===== src/inc/cio_pkg.sv =====
/*
  Shared constants of the configurable I/O port block: pin counts, drive
  mode encodings, register indices, control bit positions and pin indices.
  Assumes the including module sees a flat pin vector, port n at n*8.
*/
package cio_pkg;
   localparam int NPORT = 3;
   localparam int NBIT  = 8;
   localparam int NPIN  = NPORT * NBIT;

   // Two mode bits per pin, {mode_bit_high, mode_bit_low}
   localparam logic [1:0] MODE_QUASI = 2'h0;
   localparam logic [1:0] MODE_PUSH  = 2'h1;
   localparam logic [1:0] MODE_INPUT = 2'h2;
   localparam logic [1:0] MODE_OD    = 2'h3;

   // Register indices; byte address is index * 4
   localparam logic [3:0] IDX_PORT0  = 4'h0;
   localparam logic [3:0] IDX_PORT1  = 4'h1;
   localparam logic [3:0] IDX_PORT2  = 4'h2;
   localparam logic [3:0] IDX_MHI0   = 4'h3;
   localparam logic [3:0] IDX_MLO0   = 4'h4;
   localparam logic [3:0] IDX_MHI1   = 4'h5;
   localparam logic [3:0] IDX_MLO1   = 4'h6;
   localparam logic [3:0] IDX_P2A    = 4'h7;
   localparam logic [3:0] IDX_MLO2   = 4'h8;

   // Spare bits of port2_mode_reg_a
   localparam int BIT_P0_SCHMITT = 5;
   localparam int BIT_CLKOUT     = 4;
   localparam int BIT_T1_TOGGLE  = 3;
   localparam int BIT_T0_TOGGLE  = 2;
   localparam int P2_MODE_PINS   = 2;

   // Fixed-function pins, flat index
   localparam int PIN_OD_A  = 10;
   localparam int PIN_OD_B  = 11;
   localparam int PIN_RST   = 13;
   localparam int PIN_XTL_A = 16;
   localparam int PIN_XTL_B = 17;

   localparam logic [7:0] RST_MODE = 8'h00;
   localparam logic [1:0] STRONG_PULSE_CYC = 2'h2;
endpackage


===== src/hw/cio_configurable_io_port.sv =====
/*
  Configurable I/O port: three 8-bit ports with per-pin drive mode,
  pull-up sequencing, fixed pins and input threshold selection, with an
  AHB-Lite register slave. Assumes pad cells outside that turn the pull
  and pull-down enables into pin drive, and static option inputs coming
  from the nonvolatile configuration logic on the same clock.
*/
// Chosen here: the AHB-Lite slave port and the address map.
`timescale 1ns/10ps
module cio_configurable_io_port
   import cio_pkg::*;
(
   input  wire logic            clk_sys,
   input  wire logic            arst_n,
   input  wire logic            hsel,
   input  wire logic [31:0]     haddr,
   input  wire logic [1:0]      htrans,
   input  wire logic            hwrite,
   input  wire logic [2:0]      hsize,
   input  wire logic [31:0]     hwdata,
   input  wire logic            hready,
   output logic      [31:0]     hrdata,
   output logic                 hreadyout,
   output logic                 hresp,
   input  wire logic            reset_level_high_sel,
   input  wire logic            xtalOscSel,
   input  wire logic            intResetSel,
   input  wire logic [NPIN-1:0] padIn,
   output logic      [NPIN-1:0] padPullVeryWeak,
   output logic      [NPIN-1:0] padPullWeak,
   output logic      [NPIN-1:0] padPullStrong,
   output logic      [NPIN-1:0] padPullDown,
   output logic      [NPIN-1:0] padSchmittSel,
   output logic      [NPIN-1:0] padInputEn,
   output logic                 timer0ToggleEn,
   output logic                 timer1ToggleEn,
   output logic                 clkOutEn
);

   function automatic logic [1:0] effMode(input int i, input logic [1:0] raw);
      if (i == PIN_OD_A || i == PIN_OD_B) begin
         effMode = MODE_OD;
      end else if (i == PIN_RST) begin
         effMode = MODE_INPUT;
      end else begin
         effMode = raw;
      end
   endfunction

   logic [NPIN-1:0] padMeta_reg;
   logic [NPIN-1:0] pinSync_reg;
   logic [NPIN-1:0] latch_reg;
   logic [NPIN-1:0] latch_next;
   logic [7:0]      modeHigh_reg [NPORT];
   logic [7:0]      modeHigh_next [NPORT];
   logic [7:0]      modeLow_reg [NPORT];
   logic [7:0]      modeLow_next [NPORT];
   logic [1:0]      pulse_reg [NPIN];
   logic [1:0]      pulse_next [NPIN];
   logic            initDone_reg;
   logic            wrPend_reg;
   logic            wrPend_next;
   logic [3:0]      wrIdx_reg;
   logic [3:0]      wrIdx_next;
   logic [31:0]     hrdata_reg;
   logic [31:0]     hrdata_next;
   logic [NPIN-1:0] vwNext;
   logic [NPIN-1:0] wkNext;
   logic [NPIN-1:0] stNext;
   logic [NPIN-1:0] dnNext;
   logic [NPIN-1:0] stNext_q;
   logic [NPIN-1:0] smNext;
   logic [NPIN-1:0] inEnNext;
   logic            accept;
   logic            addrOk;
   logic [7:0]      rdByte;

   assign hreadyout = 1'b1;
   assign hresp     = 1'b0;
   assign hrdata    = hrdata_reg;
   assign accept    = hsel && hready && htrans[1];
   assign addrOk    = (haddr[1:0] == 2'h0) && (haddr[31:6] == 26'h0) && (haddr[5:2] <= IDX_MLO2);

   // Register file and bus slave
   always_comb begin
      latch_next    = latch_reg;
      modeHigh_next = modeHigh_reg;
      modeLow_next  = modeLow_reg;
      if (!initDone_reg) begin
         // Latches take the reset level at the first edge after release
         latch_next = {NPIN{reset_level_high_sel}};
      end else if (wrPend_reg) begin
         case (wrIdx_reg)
            IDX_PORT0: latch_next[7:0]   = hwdata[7:0];
            IDX_PORT1: latch_next[15:8]  = hwdata[7:0];
            IDX_PORT2: latch_next[23:16] = hwdata[7:0];
            IDX_MHI0:  modeHigh_next[0]  = hwdata[7:0];
            IDX_MLO0:  modeLow_next[0]   = hwdata[7:0];
            IDX_MHI1:  modeHigh_next[1]  = hwdata[7:0];
            IDX_MLO1:  modeLow_next[1]   = hwdata[7:0];
            IDX_P2A:   modeHigh_next[2]  = hwdata[7:0];
            IDX_MLO2:  modeLow_next[2]   = hwdata[7:0];
            default: begin
            end
         endcase
      end
      wrPend_next = accept && hwrite && addrOk;
      wrIdx_next  = haddr[5:2];
      // Read mux looks at next values so a read right after a write sees it
      case (haddr[5:2])
         IDX_PORT0: rdByte = pinSync_reg[7:0] & inEnNext[7:0];
         IDX_PORT1: rdByte = pinSync_reg[15:8] & inEnNext[15:8];
         IDX_PORT2: rdByte = pinSync_reg[23:16] & inEnNext[23:16];
         IDX_MHI0:  rdByte = modeHigh_next[0];
         IDX_MLO0:  rdByte = modeLow_next[0];
         IDX_MHI1:  rdByte = modeHigh_next[1];
         IDX_MLO1:  rdByte = modeLow_next[1];
         IDX_P2A:   rdByte = modeHigh_next[2];
         IDX_MLO2:  rdByte = modeLow_next[2];
         default:   rdByte = 8'h00;
      endcase
      hrdata_next = (accept && !hwrite && addrOk) ? {24'h0, rdByte} : 32'h0;
   end

   always_ff @(posedge clk_sys or negedge arst_n) begin
      if (!arst_n) begin
         latch_reg    <= '0;
         modeHigh_reg <= '{default: RST_MODE};
         modeLow_reg  <= '{default: RST_MODE};
         initDone_reg <= 1'b0;
         wrPend_reg   <= 1'b0;
         wrIdx_reg    <= 4'h0;
         hrdata_reg   <= 32'h0;
      end else begin
         latch_reg    <= latch_next;
         modeHigh_reg <= modeHigh_next;
         modeLow_reg  <= modeLow_next;
         initDone_reg <= 1'b1;
         wrPend_reg   <= wrPend_next;
         wrIdx_reg    <= wrIdx_next;
         hrdata_reg   <= hrdata_next;
      end
   end

   // Pin drive control
   always_comb begin
      logic [1:0] m;
      logic       mh;
      logic       avail;
      int         p;
      int         b;
      m     = MODE_QUASI;
      mh    = 1'b0;
      avail = 1'b0;
      p     = 0;
      b     = 0;
      for (int i = 0; i < NPIN; i++) begin
         p  = i / NBIT;
         b  = i % NBIT;
         // Upper bits of port2_mode_reg_a are other enables, not modes
         mh = (p == 2 && b >= P2_MODE_PINS) ? 1'b0 : modeHigh_reg[p][b];
         m  = effMode(i, {mh, modeLow_reg[p][b]});
         avail = !(xtalOscSel && (i == PIN_XTL_A || i == PIN_XTL_B))
                 && !(i == PIN_RST && !intResetSel);
         vwNext[i] = avail && m == MODE_QUASI && latch_reg[i];
         wkNext[i] = vwNext[i] && pinSync_reg[i];
         // Pulse is cut if the latch falls again, so the strong pull-up never fights the pull-down
         stNext_q[i] = (m == MODE_QUASI) && latch_reg[i] && (pulse_reg[i] != 2'h0);
         stNext[i] = avail && (stNext_q[i] || (m == MODE_PUSH && latch_reg[i]));
         // Open drain and input only fall out of the mode tests above
         dnNext[i] = avail && m != MODE_INPUT && !latch_reg[i];
         inEnNext[i] = avail;
         if (i == PIN_OD_A || i == PIN_OD_B || i == PIN_RST) begin
            smNext[i] = 1'b1;
         end else begin
            smNext[i] = modeHigh_reg[2][BIT_P0_SCHMITT + p];
         end
         // No pulse for the reset load, so high-reset pins source only weak current
         if (initDone_reg && latch_next[i] && !latch_reg[i]) begin
            pulse_next[i] = STRONG_PULSE_CYC;
         end else if (pulse_reg[i] != 2'h0) begin
            pulse_next[i] = pulse_reg[i] - 2'h1;
         end else begin
            pulse_next[i] = 2'h0;
         end
      end
   end

   always_ff @(posedge clk_sys or negedge arst_n) begin
      if (!arst_n) begin
         padMeta_reg     <= '0;
         pinSync_reg     <= '0;
         pulse_reg       <= '{default: 2'h0};
         padPullVeryWeak <= '0;
         padPullWeak     <= '0;
         padPullStrong   <= '0;
         padPullDown     <= '0;
         padSchmittSel   <= '0;
         padInputEn      <= '0;
         timer0ToggleEn  <= 1'b0;
         timer1ToggleEn  <= 1'b0;
         clkOutEn        <= 1'b0;
      end else begin
         padMeta_reg     <= padIn;
         pinSync_reg     <= padMeta_reg;
         pulse_reg       <= pulse_next;
         padPullVeryWeak <= vwNext;
         padPullWeak     <= wkNext;
         padPullStrong   <= stNext;
         padPullDown     <= dnNext;
         padSchmittSel   <= smNext;
         padInputEn      <= inEnNext;
         timer0ToggleEn  <= modeHigh_reg[2][BIT_T0_TOGGLE];
         timer1ToggleEn  <= modeHigh_reg[2][BIT_T1_TOGGLE];
         clkOutEn        <= modeHigh_reg[2][BIT_CLKOUT];
      end
   end

   // Checks on free pins 0 to 2 (quasi, push-pull, input only) and on the fixed pins other than PIN_OD_A
   logic q0;
   logic pp1;
   logic io2;
   assign q0  = !modeHigh_reg[0][0] && !modeLow_reg[0][0];
   assign pp1 = !modeHigh_reg[0][1] && modeLow_reg[0][1];
   assign io2 = modeHigh_reg[0][2] && !modeLow_reg[0][2];
endmodule


===== config.mk =====
export PLATFORM = sky130hd
export DESIGN_NAME = cio_configurable_io_port
export DESIGN_NICKNAME = d
export VERILOG_FILES = /design/src/inc/cio_pkg.sv /design/src/hw/cio_configurable_io_port.sv
export SDC_FILE = /design/constraint.sdc
export NUM_CORES = 1
export LEC_CHECK = 0
export BUFFER_PORTS_ARGS = -buffer_cell sky130_fd_sc_hd__buf_2
export CORE_ASPECT_RATIO = 1.1
export CORE_MARGIN = 4
export CORE_UTILIZATION = 40
export DETAILED_ROUTE_END_ITERATION = 8
export PLACE_DENSITY = 0.63
export RECOVER_POWER = 25
export SLEW_MARGIN = 20
export SYNTH_ARGS = -nofsm -noshare
export SYNTH_HDL_FRONTEND = slang
export SYNTH_SLANG_ARGS = --single-unit

===== constraint.sdc =====
create_clock -name clk_sys -period 2.49 [get_ports clk_sys]
set_clock_uncertainty 0.15 [all_clocks]
set_input_delay 0.1245 -clock clk_sys [delete_from_list [all_inputs] [get_ports clk_sys]]
set_output_delay 0.1245 -clock clk_sys [all_outputs]
set_load 0.05 [all_outputs]

==> flow_metrics.tcl, run 1 <==
set metrics [dict create \
    netlist_area_um2 10400 \
    n_antenna_cell 0 \
    start_util_pct 40.8 \
    grt_first_pass_wirelength_um 40700 \
    path_common_cell "nor3b_1" \
    avgSynthCellArea_um2 12.2 \
    fillers 2291 \
    tns_ns 0 \
    h-tree-depth 1 \
    ys_seq_area_share_pct 64.9 \
    clock-sinks 269 \
    hold_path_class "input port to register" \
    numPortBuffers 217 \
    clk_latency_ns 0.53 \
    power_leakage_nw 6.56 \
    layout_setup_ws_ns 0.216 \
    power.density_nw_per_um2 776 \
    wl_um 26500 \
    numCtsBuffers 27 \
    dieWidth_um 162 \
    drc_errors 0 \
    status "finished, final reports clean" \
    finalSetupViolations 0 \
    syn_inst 851 \
    critPathCaptureType "register" \
    core_area_um2 25400 \
    dpl.hpwl_um 18100 \
    seqPwrFrac_pct 46.5 \
    final-max-slew-violation-count 0 \
    synth_edf_count 0 \
    peakVddDrop_mv 0.487 \
    io_pins 282 \
    cts_root_buf "clkbuf_16" \
    die_h_um 177 \
    routedWlPerCell_um 18.3 \
    critPathArrivalTime_ns 2.52 \
    largest_reg_flops 42 \
    finalHoldWorstSlack_ns 0.0206 \
    via_per_inst 4.85 \
    combPwrFrac_pct 10.7 \
    fin_util_pct 50.5 \
    crit_slowest_cell "nand2_1" \
    tightest_slew_ns 1.12 \
    hold_viol_final 0 \
    rows 61 \
    ys_seq_elements 269 \
    slowest_delay_ns 0.53 \
    ant_nets 0 \
    slew_headroom_pct 25.2 \
    dr_total_vias 7038 \
    synthDistinctLibCells 45 \
    pwr-share-clk_pct 42.8 \
    final_cells 1450 \
    antenna_found_initial 1 \
    holdCritStartpoint "reset_level_high_sel" \
    grt_pass1_vias 7138 \
    critPathLaunchType "register" \
    switching_share_pct 25.6 \
    synthFlopType "dfrtp_1" \
    p_int_mw 7.40 \
    dieArea_um2 28600 \
    cts.clk_slew.worst_paths_ns 0.07 \
    async_reset_ff_share_pct 100 \
    drive_gt1_share_pct 30.3 \
    cts_tree "built" \
    crit_fanout 54 \
    layout_common_cells "dfrtp_1, buf_2, nand2_1" \
    clockBufferDepth 3 \
    fmax_mhz 440 \
    place_inst 1360 \
    dr.pass1.iters 6 \
    grtUsageTotal_pct 18.3 \
    routabilityCongestion 0.846 \
    drt_iter0_markers 443 \
    crit_path_start "padInputEn[15]" \
    period_share_pct 91.3 \
    required_ns 2.73 \
    r2r_start "padInputEn[15]" \
    final_common_cell "dfrtp_1" \
    grt_overflow 0 \
    grt_max_degree 85 \
    maxCapViolCount 0 \
    nets 1186 \
    path_class "register to register" \
    path_cells "buf_4 -> nand2_1 -> nor3b_1 -> nor3b_1" \
    area_delta_synth_final_pct 23.7 \
    dp_worst_setup_slack_ns 0.232 \
    yosysWarningCount 0 \
    p_sw_mw 2.55 \
    min_period_ns 2.27 \
    rsz0062_at_grt "false" \
]
==> routing by layer <==
| metal | part of all wire [%] | up-vias | GRT usage (%) | routed length (um) |
|---|---|---|---|---|
| met5 | 0 | - | 0 | 0 |
| met4 | 1.7 | 0 | 4.16 | 454 |
| met3 | 7.9 | 33 | 3.59 | 2100 |
| met2 | 49 | 294 | 31.4 | 13100 |
| met1 | 41 | 3456 | 24.3 | 10900 |
| li1 | - | 3255 | - | - |
==> path summary, 6_finish.rpt <==
check	slack [ns]	end	cells past startpoint
min in group asynchronous	0.49	padPullWeak[22]	3
hold reg to reg	0.19	pinSync_reg[8]	0
setup / recovery	0.22	pulse_reg[6]	4
max in group asynchronous	0.69	hrdata[6]	3
setup reg to reg	0.22	pulse_reg[6]	4
hold / removal	0.02	latch_reg[5]	4
==> power groups by stage <==
stage | Combinational (mW) | Sequential (mW) | Clock, mW
floorplan | 0.463 | 4.97 | 0
global placement | 1.02 | 4.71 | 0
detailed placement | 1.03 | 4.71 | 0
CTS | 1.09 | 4.63 | 4.36
global route | 1.14 | 4.65 | 4.56
finish | 1.06 | 4.63 | 4.26
==> kinds of logic after synthesis <==
kind of cell,share of synthesized area (%)
muxes,5.29
buffers and inverters,8.43
DFF,64.9
AOI/OAI and AO/OA,7.42
other,0.0724
and+or+nand+nor,13.9
==> metrics by stage <==
step	total power, mW	instance area [um2]
final	9.96	12800
after global placement	5.73	11500
after global routing	10.3	12800
after CTS	10.1	12900
after detailed placement	5.74	11500
after floorplan	5.44	10500
==> synth_stat cells (all sizes together), types with 2 or more instances <==
cell type | n | area, um2
clkbuf | 21 | 78.8
nand2 | 83 | 314
nor3 | 22 | 110
mux2i | 8 | 80.1
a22oi | 16 | 120
nand2b | 15 | 93.8
nand4 | 3 | 18.8
nor4 | 6 | 37.5
and4b | 2 | 20.0
a211oi | 3 | 22.5
and3 | 7 | 48.8
and3b | 5 | 43.8
nand3 | 13 | 65.1
nor3b | 29 | 218
a32o | 2 | 20.0
a31oi | 29 | 181
buf | 93 | 687
and2 | 26 | 163
a21o | 14 | 105
nor2 | 53 | 201
conb | 2 | 7.51
nor4b | 2 | 17.5
o21ai | 14 | 70.1
a221oi | 8 | 95.1
a41oi | 3 | 26.3
inv | 29 | 109
a21oi | 17 | 85.1
nand4b | 6 | 52.6
a311oi | 2 | 17.5
nor2b | 4 | 25.0
mux2 | 40 | 469
dfrtp | 269 | 6730
==> cell type report <==
type / instances / area, um2 / share of cell area, %
sequential: 269 / 6730 / 52.4
multi-input combinational: 474 / 2920 / 22.7
timing repair buffer: 284 / 1690 / 13.2
clock buffer: 40 / 835 / 6.50
tap: 346 / 433 / 3.37
clock inverter: 8 / 120 / 0.936
inverter: 29 / 109 / 0.848
==> critical path, delay by kind of cell, from the launching register on <==
family,cells,cell delay (ns)
buf+inv,1,0.50
flops,1,0.44
simple gates,3,1.05
==> timing repair <==
action	in CTS	in global routing
buffers inserted	0	0
hold buffers	42	0
hold endpoints to repair	415	0
gates resized for setup	0	0
No activity file was read; power rests on OpenSTA's default activity.
==> inputs of run 2 (changes only) <==
CORE_MARGIN = not set   (was 4)
==> flow_metrics.tcl, run 2 (synthesis results as in run 1) <==
set metrics [dict create \
    final-max-slew-violation-count 68 \
    ant_nets 0 \
    p_int_mw 6.97 \
    routabilityCongestion 0.830 \
    path_cells "nor2_1 -> nand3_1 -> nand2_1 -> a31oi_1 -> dlygate4sd3_1" \
    numCtsBuffers 27 \
    drc_errors 0 \
    maxCapViolCount 1 \
    grt_max_degree 71 \
    period_share_pct 92.3 \
    dieWidth_um 156 \
    r2r_start "wrIdx_reg[2]" \
    hold_depth 2 \
    clockBufferDepth 3 \
    dpl.hpwl_um 17500 \
    largest_reg_flops 42 \
    slowest_delay_ns 0.59 \
    min_to "padMeta_reg[10]" \
    core_area_um2 25400 \
    design_area_um2 12700 \
    clock-sinks 269 \
    antenna_found_initial 1 \
    crit_slowest_cell "dlygate4sd3_1" \
    seqPwrFrac_pct 48.6 \
    crit_family "simple AND/OR/NAND/NOR gates" \
    dr_total_vias 7047 \
    critPathCaptureType "register" \
    via_per_inst 4.87 \
    die_h_um 171 \
    power.density_nw_per_um2 747 \
    dieArea_um2 26600 \
    routedWlPerCell_um 17.7 \
    h-tree-depth 1 \
    path_buf_inv 1 \
    peakVddDrop_mv 0.414 \
    min_period_ns 2.30 \
    r2r_end "latch_reg[11]" \
    violations "max-capacitance violations, max-slew violations" \
    finalSetupViolations 0 \
    critPathArrivalTime_ns 2.56 \
    crit_fanout 7 \
    clk_latency_ns 0.54 \
    io_pins 282 \
    cts_root_buf "clkbuf_16" \
    switching_share_pct 26.8 \
    totalPowerFinal_mw 9.52 \
    place_inst 1358 \
    regToRegSetupSlack_ns 0.19 \
    grt_pass1_vias 7050 \
    rsz0062_at_grt "false" \
    path_class "register to register" \
    grt_first_pass_wirelength_um 39400 \
    area_delta_synth_final_pct 22.8 \
    layout_common_cells "dfrtp_1, buf_2, nand2_1" \
    required_ns 2.75 \
    post_dp_cell_area_um2 11500 \
    grtUsageTotal_pct 19.6 \
    power_leakage_nw 6.50 \
    post_cts_buffers 0 \
    hold_path_class "input port to register" \
    final_cells 1448 \
    wl_um 25600 \
    start_util_pct 40.8 \
    hold_viol_final 0 \
    slew_headroom_pct -22.4 \
    tightest_slew_ns 1.84 \
    rows 61 \
    numPortBuffers 217 \
    final_common_cell "dfrtp_1" \
    cts.clk_slew.worst_paths_ns 0.07 \
    pwr-share-clk_pct 40.1 \
    critPathLaunchType "register" \
    dr.pass1.iters 5 \
    cts_tree "built" \
    grt_overflow 0 \
    holdCritStartpoint "padIn[10]" \
    drt_iter0_markers 376 \
    n_antenna_cell 0 \
    r2r_cells 5 \
    drive_gt1_share_pct 29.7 \
    tns_ns 0 \
    status "finished, violations left" \
    p_sw_mw 2.55 \
    nets 1185 \
    fmax_mhz 435 \
    finalHoldWorstSlack_ns 0.0731 \
    combPwrFrac_pct 11.3 \
]
[run 2: cell count changes in the layout (fill, tap and decap cells not counted), sizes merged]
cell and delta:
buf -1, bufinv -3, clkbuf -2, clkinvlp +1, dlygate4sd3 +2, inv +1
[run 2: layout make-up]
class	instances	area [um2]
clock buffer	40	785
clock inverter	7	46.3
fill	2291	12700
inverter	29	109
multi-input combinational	474	2920
sequential	269	6730
tap	346	433
timing repair buffer	283	1720
[run 2: worst max path at each step]
stage / startpoint / to / cells past startpoint
after global placement: wrPend_reg / hrdata[1] / 5
after global routing: arst_n / wrPend_reg / 3
after CTS: wrIdx_reg[2] / latch_reg[11] / 5
final: wrIdx_reg[2] / latch_reg[11] / 5
after floorplan: padInputEn[15] / hrdata[1] / 8
after detailed placement: wrPend_reg / hrdata[2] / 5
[run 2: timing repair]
action,CTS,global route
hold endpoints to repair,410,0
resized for setup,0,1
hold buffers,43,0
endpoints found under the setup margin,0,1
[run 2: metrics by stage]
stage | utilization (%) | worst slack (ns)
floorplan | - | 0.0692
detailed placement | 45.2 | 0.305
global placement | 45.2 | 0.336
CTS | 50.2 | 0.133
finish | 50.1 | 0.191
global route | 50.1 | 0.0797
[run 2: routing by layer]
layer	vias up	part of all wire (%)	track usage (%)
li1	3243	-	-
met1	3467	43	26.1
met2	288	49	33.3
met3	49	6.0	2.96
met4	0	2.2	5.80
met5	-	0	0
[run 2: power groups by stage]
| stage | combinational, mW | sequential, mW | clock (mW) |
|---|---|---|---|
| after floorplan | 0.463 | 4.97 | 0 |
| after global placement | 1.02 | 4.71 | 0 |
| after detailed placement | 1.03 | 4.71 | 0 |
| after CTS | 1.09 | 4.63 | 3.91 |
| after global routing | 1.15 | 4.65 | 4.08 |
| final | 1.08 | 4.63 | 3.82 |
==> inputs of run 3 (changes only) <==
BUFFER_PORTS_ARGS = -buffer_cell sky130_fd_sc_hd__clkbuf_2   (was -buffer_cell sky130_fd_sc_hd__buf_2)
==> flow_metrics.tcl, run 3 (synthesis results as in run 1) <==
set metrics [dict create \
    clk_latency_ns 0.52 \
    path_class "register to register" \
    layout_setup_ws_ns 0.245 \
    dieWidth_um 156 \
    grt_max_degree 89 \
    clockBufferDepth 3 \
    maxCapViolCount 0 \
    n_antenna_cell 0 \
    crit_slowest_cell "and4b_1" \
    required_ns 2.71 \
    dr_total_vias 6966 \
    post_cts_buffers 0 \
    totalPowerFinal_mw 9.40 \
    core_area_um2 25400 \
    slowest_delay_ns 0.49 \
    min_period_ns 2.25 \
    fin_util_pct 50.0 \
    grt_overflow 0 \
    power.density_nw_per_um2 740 \
    power_leakage_nw 6.45 \
    drt_iter0_markers 424 \
    path_cells "nor2_1 -> and4b_1 -> buf_4 -> mux2_2 -> nand2_1 -> a41oi_1" \
    hold_path_class "input port to register" \
    status "finished, final reports clean" \
    tightest_slew_ns 1.31 \
    numPortBuffers 217 \
    slew_headroom_pct 12.5 \
    via_per_inst 4.83 \
    wl_um 25500 \
    largest_reg_flops 42 \
    numCtsBuffers 27 \
    area_delta_synth_final_pct 22.5 \
    io_pins 282 \
    final_common_cell "dfrtp_1" \
    h-tree-depth 1 \
    grt_pass1_vias 6936 \
    routabilityCongestion 0.837 \
    cts_root_buf "clkbuf_16" \
    grtUsageTotal_pct 19.4 \
    antenna_found_initial 1 \
    hold_viol_final 0 \
    tns_ns 0 \
    fmax_mhz 445 \
    dieArea_um2 26600 \
    peakVddDrop_mv 0.505 \
    clock-sinks 269 \
    period_share_pct 90.2 \
    crit_family "simple AND/OR/NAND/NOR gates" \
    final-max-slew-violation-count 0 \
    dp_worst_setup_slack_ns 0.259 \
    drive_gt1_share_pct 29.7 \
    crit_fanout 6 \
    start_util_pct 40.8 \
    cts_tree "built" \
    critPathLaunchType "register" \
    ant_nets 0 \
    final_cells 1442 \
    rsz0062_at_grt "false" \
    layout_common_cells "dfrtp_1, clkbuf_2, nand2_1" \
    finalSetupViolations 0 \
    place_inst 1359 \
    grt_first_pass_wirelength_um 38900 \
    cts_hold_buf 41 \
    dr.pass1.iters 4 \
    cts_resized 0 \
    regToRegSetupSlack_ns 0.24 \
    dpl.hpwl_um 17700 \
    die_h_um 171 \
    critPathArrivalTime_ns 2.46 \
    drc_errors 0 \
    critPathCaptureType "register" \
    rows 61 \
    cts.clk_slew.worst_paths_ns 0.06 \
    path_buf_inv 1 \
    nets 1184 \
    routedWlPerCell_um 17.7 \
]
-- run 3: cell type report --
type / count / area [um2]
Sequential cell: 269 / 6730
Fill cell: 2254 / 12700
Timing Repair Buffer: 282 / 1720
Multi-Input combinational cell: 474 / 2920
Inverter: 29 / 109
Tap cell: 346 / 433
Clock inverter: 5 / 25.0
Clock buffer: 37 / 773
-- run 3: final timing paths --
kind,endpoint,depth (start not counted),start
worst max-delay path,hrdata[7],6,wrIdx_reg[0]
worst min-delay path,padMeta_reg[10],2,padIn[10]
worst max register to register,hrdata[7],6,wrIdx_reg[0]
worst min register to register,pinSync_reg[5],0,padMeta_reg[5]
max in group asynchronous,padInputEn[15],2,arst_n
min in group asynchronous,latch_reg[17],2,arst_n
-- run 3: routing by layer --
| layer | vias up | GRT usage (%) | part of all wire (%) |
|---|---|---|---|
| li1 | 3241 | - | - |
| met1 | 3444 | 25.8 | 43 |
| met2 | 251 | 33.4 | 50 |
| met3 | 30 | 2.71 | 4.9 |
| met4 | 0 | 5.24 | 1.8 |
| met5 | - | 0 | 0 |
-- run 3: metrics by stage --
| step | cell area [um2] | hold slack (ns) |
|---|---|---|
| floorplan | 10500 | -0.321 |
| detailed placement | 11500 | 0.0376 |
| global route | 12700 | 0.0765 |
| CTS | 12700 | 0.0133 |
| global placement | 11500 | 0.0376 |
| finish | 12700 | 0.0910 |
-- run 3: power breakdown --
group	switching, mW	internal (mW)
logic	0.811	0.257
registers	0.0916	4.54
clock network	1.56	2.13
total	2.46	6.93
